==> config.mk <==
export PLATFORM = sky130hd
export DESIGN_NAME = rfs_supervisor
export DESIGN_NICKNAME = d
export VERILOG_FILES = /design/src/hdl/rfs_pkg.sv /design/src/hdl/rfs_supervisor.sv
export VERILOG_INCLUDE_DIRS = /design/src /design/src/hdl
export SDC_FILE = /design/constraint.sdc
export NUM_CORES = 1
export LEC_CHECK = 0
export BUFFER_PORTS_ARGS = -buffer_cell sky130_fd_sc_hd__buf_2
export CAP_MARGIN = 20
export CORE_UTILIZATION = 50
export CTS_CLUSTER_SIZE = 24
export DETAILED_ROUTE_END_ITERATION = 10
export MAX_ROUTING_LAYER = met4
export PLACE_DENSITY = 0.69
export SLEW_MARGIN = 20
export SYNTH_ARGS = -nofsm -noshare
export SYNTH_HDL_FRONTEND = slang
export SYNTH_SLANG_ARGS = --single-unit
==> constraint.sdc <==
create_clock -name sys_clk -period 2.9 [get_ports sys_clk]
set_input_delay 0.58 -clock sys_clk [delete_from_list [all_inputs] [get_ports sys_clk]]
set_output_delay 0.58 -clock sys_clk [all_outputs]
set_load 0.01 [all_outputs]
==> src/hdl/rfs_params.svh <==
// Timing counts, clock rate and counter width for the regulator fault supervisor
`ifndef RFS_PARAMS_SVH
`define RFS_PARAMS_SVH
`define RFS_CLK_HZ          10000000
`define RFS_THERM_MIN_US    100
`define RFS_THERM_CYC       ((`RFS_THERM_MIN_US * `RFS_CLK_HZ + 999999) / 1000000)
`define RFS_OC_MIN_NS       7500
`define RFS_OC_CYC          ((`RFS_OC_MIN_NS * (`RFS_CLK_HZ / 1000000) + 999) / 1000)
`define RFS_BAL_MS          1
`define RFS_BAL_CYC         ((`RFS_BAL_MS * `RFS_CLK_HZ + 999) / 1000)
`define RFS_CNT_W           14
`endif

==> src/hdl/rfs_pkg.sv <==
// Types for the regulator fault supervisor
package rfs_pkg;
   // Comparator indications of one regulator output
   typedef struct packed {
      logic temp_warn;     // Sense at or below 640mV
      logic temp_reset;    // Sense above the 660mV reset level
      logic temp_shut;     // Sense at or below 580mV
      logic overcurrent_protect;
      logic severe_overcurrent;
      logic unbalance;     // Phase mismatch above 9mV
      logic undervolt;     // 325mV below target
      logic overvolt;      // 325mV above target
      logic below_target;
   } rfs_cmp_t;

   // Commands to the phase drivers of one output
   typedef struct packed {
      logic tristate;
      logic low_side_on;
   } rfs_drv_t;

   typedef enum logic [1:0] {
      RFS_RUN  = 2'b00,
      RFS_OVP  = 2'b01,
      RFS_OFF  = 2'b10
   } rfs_state_t;
endpackage

==> src/hdl/rfs_supervisor.sv <==
// Fault supervisor for a dual-output regulator controller
// What this block does
// - Warning comparator drives thermal alert low
// - Warning starts thermal fault up count
// - Counter decrements while sense above warning
// - Tripped warning releases at reset level
// - Sense at 580mV forces thermal fault
// - Thermal fault: power-good low, tri-state
// - Thermal fault shuts both outputs down
// - Alert released when both above reset and both overcurrent timers at zero
// - Overvoltage: low-side on until below target
// - Enable low or POR clears faults
// - Overcurrent timer tri-states, clears if relieved
// - Severe overcurrent shuts down immediately
// - Unbalance held 1ms latches off
// - Undervoltage latches power-good low, tri-state
`timescale 1ns/10ps
`include "rfs_params.svh"
module rfs_supervisor
   import rfs_pkg::*;
#(
   parameter int THERM_CYC = `RFS_THERM_CYC,
   parameter int BAL_CYC   = `RFS_BAL_CYC,
   parameter int OC_CYC    = `RFS_OC_CYC
) (
   input  wire logic     sys_clk,
   input  wire logic     rst_b,
   input  wire logic     clk_en,
   input  wire logic     enable_in,
   input  wire logic     supply_ok,
   input  wire rfs_cmp_t cmp_in [2],
   output logic          thermal_alert_n_o,
   output logic          thermal_alert_n_oe,
   output logic [1:0]    power_good_out,
   output rfs_drv_t      drv_out [2],
   output logic [1:0]    soft_start
);
   localparam int CW = `RFS_CNT_W;

   // Counters saturate at their limit, so each limit must fit the counter
   if (THERM_CYC < 1 || THERM_CYC >= (1 << CW)) begin : g_bad_therm
      $error("rfs_supervisor: thermal count out of range");
   end
   if (BAL_CYC < 1 || BAL_CYC >= (1 << CW)) begin : g_bad_bal
      $error("rfs_supervisor: unbalance count out of range");
   end
   if (OC_CYC < 1 || OC_CYC >= (1 << CW)) begin : g_bad_oc
      $error("rfs_supervisor: overcurrent count out of range");
   end

   // Three stages; a change counts when the last two agree
   rfs_cmp_t s1_q [2];
   rfs_cmp_t s2_q [2];
   rfs_cmp_t s3_q [2];
   rfs_cmp_t c_q  [2];
   logic [2:0] en_sync_q;
   logic       en_q;

   genvar g;
   generate
      for (g = 0; g < 2; g++) begin : g_sync
         always_ff @(posedge sys_clk) begin
            if (!rst_b) begin
               s1_q[g] <= '0;
               s2_q[g] <= '0;
               s3_q[g] <= '0;
               c_q[g]  <= '0;
            end else if (clk_en) begin
               s1_q[g] <= cmp_in[g];
               s2_q[g] <= s1_q[g];
               s3_q[g] <= s2_q[g];
               c_q[g]  <= (s2_q[g] & s3_q[g]) | (c_q[g] & (s2_q[g] | s3_q[g]));
            end
         end
      end
   endgenerate

   always_ff @(posedge sys_clk) begin
      if (!rst_b) begin
         en_sync_q <= 3'h0;
         en_q      <= 1'b0;
      end else if (clk_en) begin
         en_sync_q <= {en_sync_q[1:0], enable_in & supply_ok};
         if (en_sync_q[1] == en_sync_q[2])
            en_q <= en_sync_q[2];
      end
   end

   // Either output at or below the warning level
   function automatic logic any_warn(rfs_cmp_t a, rfs_cmp_t b);
      return a.temp_warn || b.temp_warn;
   endfunction

   // Warning latch with hysteresis, shared by both outputs
   // One alert pin, so release waits for both sense pins
   logic hot_q;
   always_ff @(posedge sys_clk) begin
      if (!rst_b)
         hot_q <= 1'b0;
      else if (clk_en) begin
         if (any_warn(c_q[0], c_q[1]))
            hot_q <= 1'b1;
         else if (c_q[0].temp_reset && c_q[1].temp_reset)
            hot_q <= 1'b0;
      end
   end

   // Up/down thermal counter and per-output fault timers
   logic [CW-1:0] therm_q;
   logic [CW-1:0] oc_q  [2];
   logic [CW-1:0] bal_q [2];
   logic          therm_flt;
   logic [1:0]    oc_exp;
   logic [1:0]    bal_exp;

   always_ff @(posedge sys_clk) begin
      if (!rst_b || (clk_en && !en_q))
         therm_q <= '0;
      else if (clk_en) begin
         if (hot_q && any_warn(c_q[0], c_q[1])) begin
            if (therm_q != CW'(THERM_CYC))
               therm_q <= therm_q + 1'b1;
         end else if (therm_q != '0)
            therm_q <= therm_q - 1'b1;
      end
   end

   assign therm_flt = (therm_q == CW'(THERM_CYC)) ||
                      c_q[0].temp_shut || c_q[1].temp_shut;

   generate
      for (g = 0; g < 2; g++) begin : g_tmr
         always_ff @(posedge sys_clk) begin
            if (!rst_b || (clk_en && !en_q))
               oc_q[g] <= '0;
            else if (clk_en) begin
               if (!c_q[g].overcurrent_protect)
                  oc_q[g] <= '0;
               else if (oc_q[g] != CW'(OC_CYC))
                  oc_q[g] <= oc_q[g] + 1'b1;
            end
         end
         always_ff @(posedge sys_clk) begin
            if (!rst_b || (clk_en && !en_q))
               bal_q[g] <= '0;
            else if (clk_en) begin
               if (!c_q[g].unbalance)
                  bal_q[g] <= '0;
               else if (bal_q[g] != CW'(BAL_CYC))
                  bal_q[g] <= bal_q[g] + 1'b1;
            end
         end
         assign oc_exp[g]  = (oc_q[g] == CW'(OC_CYC));
         assign bal_exp[g] = (bal_q[g] == CW'(BAL_CYC));
      end
   endgenerate

   // Per-output state; any latched fault except overvoltage takes down both outputs
   rfs_state_t st_q [2];
   logic [1:0] off_req;
   logic [1:0] ovp_req;
   logic       any_off;

   generate
      for (g = 0; g < 2; g++) begin : g_req
         assign off_req[g] = c_q[g].severe_overcurrent || bal_exp[g] ||
                             c_q[g].undervolt;
         assign ovp_req[g] = c_q[g].overvolt;
      end
   endgenerate
   assign any_off = therm_flt || (|off_req);

   generate
      for (g = 0; g < 2; g++) begin : g_fsm
         always_ff @(posedge sys_clk) begin
            if (!rst_b || (clk_en && !en_q))
               st_q[g] <= RFS_RUN;
            else if (clk_en) begin
               case (st_q[g])
                  RFS_RUN: begin
                     if (ovp_req[g])
                        st_q[g] <= RFS_OVP;
                     else if (any_off)
                        st_q[g] <= RFS_OFF;
                  end
                  RFS_OVP: begin
                     if (c_q[g].below_target && !ovp_req[g])
                        st_q[g] <= RFS_OFF;
                  end
                  RFS_OFF: begin
                     if (ovp_req[g])
                        st_q[g] <= RFS_OVP;
                  end
                  default: st_q[g] <= RFS_OFF;
               endcase
            end
         end

         always_ff @(posedge sys_clk) begin
            if (!rst_b) begin
               power_good_out[g]      <= 1'b0;
               drv_out[g]             <= '{tristate: 1'b1, low_side_on: 1'b0};
               soft_start[g]          <= 1'b0;
            end else if (clk_en) begin
               power_good_out[g]      <= en_q && (st_q[g] == RFS_RUN) && !any_off &&
                                         !ovp_req[g];
               drv_out[g].low_side_on <= (st_q[g] == RFS_OVP);
               drv_out[g].tristate    <= !en_q || (st_q[g] == RFS_OFF) ||
                                         (st_q[g] == RFS_RUN && oc_exp[g]);
               soft_start[g]          <= en_q && !en_sync_q[2] ? 1'b0 :
                                         (en_sync_q[2] && !en_q);
            end
         end
      end
   endgenerate

   // Open drain: enable low means pulling the pin low
   always_ff @(posedge sys_clk) begin
      if (!rst_b)
         thermal_alert_n_oe <= 1'b1;
      else if (clk_en)
         thermal_alert_n_oe <= !(hot_q || (|oc_q[0]) || (|oc_q[1]));
   end
   assign thermal_alert_n_o = 1'b0;

   // Assertions
   thermal_stop_a : assert property (@(posedge sys_clk) disable iff (!rst_b)
      clk_en && en_q && therm_flt |=> st_q[0] != RFS_RUN && st_q[1] != RFS_RUN)
      else $error("thermal fault left an output running");

   alert_follow_a : assert property (@(posedge sys_clk) disable iff (!rst_b)
      clk_en && hot_q |=> !thermal_alert_n_oe)
      else $error("alert not driven while hot");

   hyst_hold_a : assert property (@(posedge sys_clk) disable iff (!rst_b)
      clk_en && hot_q && !(c_q[0].temp_reset && c_q[1].temp_reset) |=> hot_q)
      else $error("warning released before reset level");

   count_down_a : assert property (@(posedge sys_clk) disable iff (!rst_b || !en_q)
      clk_en && !c_q[0].temp_warn && !c_q[1].temp_warn && therm_q != '0
      |=> therm_q == $past(therm_q) - 1'b1)
      else $error("thermal counter failed to count down");

   count_up_a : assert property (@(posedge sys_clk) disable iff (!rst_b || !en_q)
      clk_en && hot_q && any_warn(c_q[0], c_q[1]) && therm_q != CW'(THERM_CYC)
      |=> therm_q == $past(therm_q) + 1'b1)
      else $error("thermal counter failed to count up");

   shut_trip_a : assert property (@(posedge sys_clk) disable iff (!rst_b)
      clk_en && en_q && c_q[1].temp_shut && st_q[1] == RFS_RUN && !ovp_req[1]
      |=> st_q[1] == RFS_OFF)
      else $error("thermal shutdown level ignored");

   pg_drop_a : assert property (@(posedge sys_clk) disable iff (!rst_b)
      clk_en && therm_flt |=> !power_good_out[0] && !power_good_out[1])
      else $error("power-good high during thermal fault");

   off_drive_a : assert property (@(posedge sys_clk) disable iff (!rst_b)
      clk_en && st_q[1] == RFS_OFF |=> drv_out[1].tristate && !power_good_out[1])
      else $error("latched-off output still driving");

   alert_release_a : assert property (@(posedge sys_clk) disable iff (!rst_b)
      clk_en && !any_warn(c_q[0], c_q[1]) && c_q[0].temp_reset && c_q[1].temp_reset
      |=> !hot_q)
      else $error("alert held with both above reset");

   sev_oc_a : assert property (@(posedge sys_clk) disable iff (!rst_b)
      clk_en && en_q && st_q[0] == RFS_RUN && c_q[0].severe_overcurrent && !ovp_req[0]
      |=> st_q[0] == RFS_OFF)
      else $error("severe overcurrent not immediate");

   bal_latch_a : assert property (@(posedge sys_clk) disable iff (!rst_b)
      clk_en && en_q && bal_exp[0] && st_q[0] == RFS_RUN && !ovp_req[0]
      |=> st_q[0] == RFS_OFF)
      else $error("unbalance timeout did not latch off");

   oc_clear_a : assert property (@(posedge sys_clk) disable iff (!rst_b)
      clk_en && !c_q[1].overcurrent_protect |=> oc_q[1] == '0)
      else $error("overcurrent timer not cleared");

   oc_expire_a : assert property (@(posedge sys_clk) disable iff (!rst_b)
      clk_en && en_q && st_q[1] == RFS_RUN && oc_exp[1] |=> drv_out[1].tristate)
      else $error("overcurrent expiry did not tri-state");

   ovp_low_a : assert property (@(posedge sys_clk) disable iff (!rst_b)
      clk_en && st_q[0] == RFS_OVP |=> drv_out[0].low_side_on && !power_good_out[0])
      else $error("overvoltage low-side drive missing");

   ovp_exit_a : assert property (@(posedge sys_clk) disable iff (!rst_b)
      clk_en && en_q && st_q[1] == RFS_OVP && c_q[1].below_target && !ovp_req[1]
      |=> st_q[1] == RFS_OFF)
      else $error("overvoltage exit below target missing");

   sync_hold_a : assert property (@(posedge sys_clk) disable iff (!rst_b)
      clk_en && (s2_q[0].overvolt != s3_q[0].overvolt)
      |=> c_q[0].overvolt == $past(c_q[0].overvolt))
      else $error("comparator used before stages agree");

   // Enable low must win over any latched fault
   recover_a : assert property (@(posedge sys_clk) disable iff (!rst_b)
      clk_en && !en_q |=> st_q[0] == RFS_RUN && st_q[1] == RFS_RUN)
      else $error("faults not cleared by enable low");
endmodule

==> metrics.txt <==
CP max stage delay=0.47 ns; ANT cells=0; most frequent cells in the layout=edfxtp_1, nor2_1, and3_1, nand2_1, a21oi_1; I/O Pins=33; Synth area leaders=edfxtp_1, dfxtp_1, and3_1; total CTS buffers=17; outcome=complete, no violations; maximum vdd drop=407 uV; Initial Utilization=51.6%; Cells after Synth=722; Post-Layout Cell Count=981; Core Box Area=15300 sq um; min Tclk post-route=2.63 ns; #FFs+latches synth=159; commonest non-fill, non-tap cell in the layout=edfxtp_1; critical path fanouts, max=6; post-synthesis cell area=7870 sq um; Clock Skew=0.00882 ns; die width=127 microns; Die ar.=16200 sq um; Max clock buf depth=2; Netlist cell types=54; fillcell total=1271; number of synthesized flops with an enable pin=132; worst skew pair latency=0.42 ns; Buffers & Inverters on Critical Path=2; drt drc=0; register area=4500 sq um; Pwr per Cell Area=785 nW/um^2; CTS tree=yes; Worst-path clk slew=0.07 ns; global-route wire length before repair=25300 microns; Main synth FF type=edfxtp_1; largest area contributor in the netlist=edfxtp_1; setup TNS=0 ns; Routed Wire Length=15100 microns; initial antenna violation count=0; First-pass DRT Iterations=4; crit path capture type=flop; GRT Residual Overflow=0; post-route clock period utilization=90.7%; Final ANT Viol Nets=0; nets=802; DR vias=5461; Top Family by Delay on Critical Path=compound AO/OA/AOI/OAI gates; Hold Crit Class=primary input to flop; Area Growth Syn to Fin=12.5%; register area share after synthesis=57.2%; Overall Power=6950 uW; share of layout cells above drive strength 1=11.4%; Max Clock Freq=0.380 GHz; Vias/cell=5.57; IO Port Bufs=31; Max Cap Violations=0; wire per inst=15.4 microns; largest net degree at the start of global routing=64; crit path DAT=2.94 ns; GR Util All Layers=20.5%; Fin. Hold Viols=0; RSZ-0062 raised after global routing=false; number of global-route vias before repair=5240; Cell Chain, Critical Path=o21a_2 > clkinvlp_4 > fa_1 > a211oi_1 > o21bai_1 > o22ai_1 > buf_4 > mux2i_1 > a31o_2 > a21oi_1; Setup CP Type=flop to flop; H-tree depth=4; CTS root buf=clkbuf_16; placed cells=947; Final Max Tran Viols=0; CP required=3.21 ns; DP HPWL=10100 microns; clock sinks=159; endpoints failing setup=0; Synthesized Nets=766; Startpoint Class=flop; routability cong.=0.825; first-iteration detailed-routing DRC count=404; CP max stage cell=fa_1; Synth Warn #=0; post-place setup slack=0.140 ns; FF-to-FF setup slack=0.27 ns; Final WS setup=0.271 ns; Std-Cell Rows=45; Least-Margin Pin Slew=0.681 ns; die height=127 microns; Slew headroom=54.5%; Mean Syn Cell Area=10.9 sq um; multi-input logic area=3150 sq um; async set-reset flop share out of synthesis=0%; share of the synthesized area in the top cell type=50.4%; Pleak=0.00345 uW
final timing paths:
kind,startpoint,to,cells after the start
setup / recovery,hot_q,therm_q[10],10
hold / removal,enable_in,en_sync_q[0],3
setup reg to reg,hot_q,therm_q[10],10
hold reg to reg,en_sync_q[0],en_sync_q[0],2
cells in the mapped netlist, types with 4 or more instances:
library cell / instances
o21ai_0: 33
or3_1: 6
a21oi_1: 40
nor3_1: 7
xnor2_1: 28
clkbuf_1: 24
nand3_1: 37
o21a_1: 4
and2_1: 4
mux2i_1: 15
ha_1: 20
nor2_1: 80
xor2_1: 24
and3_1: 69
nor2b_1: 6
edfxtp_1: 132
inv_1: 24
o211ai_1: 6
nand2_1: 55
nand4_1: 9
dfxtp_1: 27
nand2b_1: 6
or4_1: 4
a21o_1: 5
nor4_1: 9
a21boi_0: 4
repair_timing:
action | 4_1_cts | 5_1_grt
resized for setup | 0 | 4
setup buffers | 0 | 2
endpoints found under the setup margin | 0 | 5
hold buffers | 0 | 0
cell families (layout without fill, tap and decap cells):
| group | count (synthesis) | after routing | synth area share, % |
|---|---|---|---|
| fa+ha+maj | 21 | 21 | 3.43 |
| simple gates | 306 | 306 | 19.9 |
| xor+xnor | 52 | 52 | 5.79 |
| flops | 159 | 159 | 57.2 |
| compound gates | 114 | 114 | 8.86 |
| buf+inv | 54 | 102 | 2.83 |
| other cells | 1 | 1 | 0.0476 |
| mux | 15 | 15 | 1.91 |
cell type report:
cell class,count,area share (%)
clock buffer,17,4.81
sequential,159,50.9
clock inverter,14,1.50
inverter,25,1.10
multi-input combinational,509,35.6
timing repair inverter,1,0.0848
timing repair buffer,45,3.08
tap,211,2.98
report_power, final:
part           switching (uW)  total, uW  internal (uW)
clock                     957       2150           1190
combinational            1050       1950            898
sequential                177       2850           2670
sequential cells by signal, indices dropped and copies added, names as in the netlist:
signal	cells
soft_start	1
en_q	1
oc_q	28
s1_q	18
st_q	4
c_q	18
s2_q	18
hot_q	1
s3_q	18
bal_q	28
drv_out	4
power_good_out	2
en_sync_q	3
therm_q	14
thermal_alert_n_oe	1
layer usage:
layer	vias up	wire [microns]	track usage [%]
met1	2640	7200	25.6
met5	-	0	-
met3	16	432	4.40
met2	92	7300	32.9
li1	2713	-	-
met4	0	206	7.42
worst reg2reg max path, cell delays in order, from the launching register on:
cell	delay, ns
dfxtp_1	0.37
o21a_2	0.25
clkinvlp_4	0.22
fa_1	0.47
a211oi_1	0.24
o21bai_1	0.14
o22ai_1	0.25
buf_4	0.18
mux2i_1	0.17
a31o_2	0.16
a21oi_1	0.05
stage by stage:
step                      cell area [sq um]  utilization (%)  hold WS [ns]
after floorplan                        7870                -         0.441
after global placement                 8260             54.2         0.455
after detailed placement               8260             54.2         0.462
after CTS                              8820             57.8         0.449
after global routing                   8850             58.0         0.453
final                                  8850             58.0         0.464
Note: power is estimated with default switching activity, not from simulation.
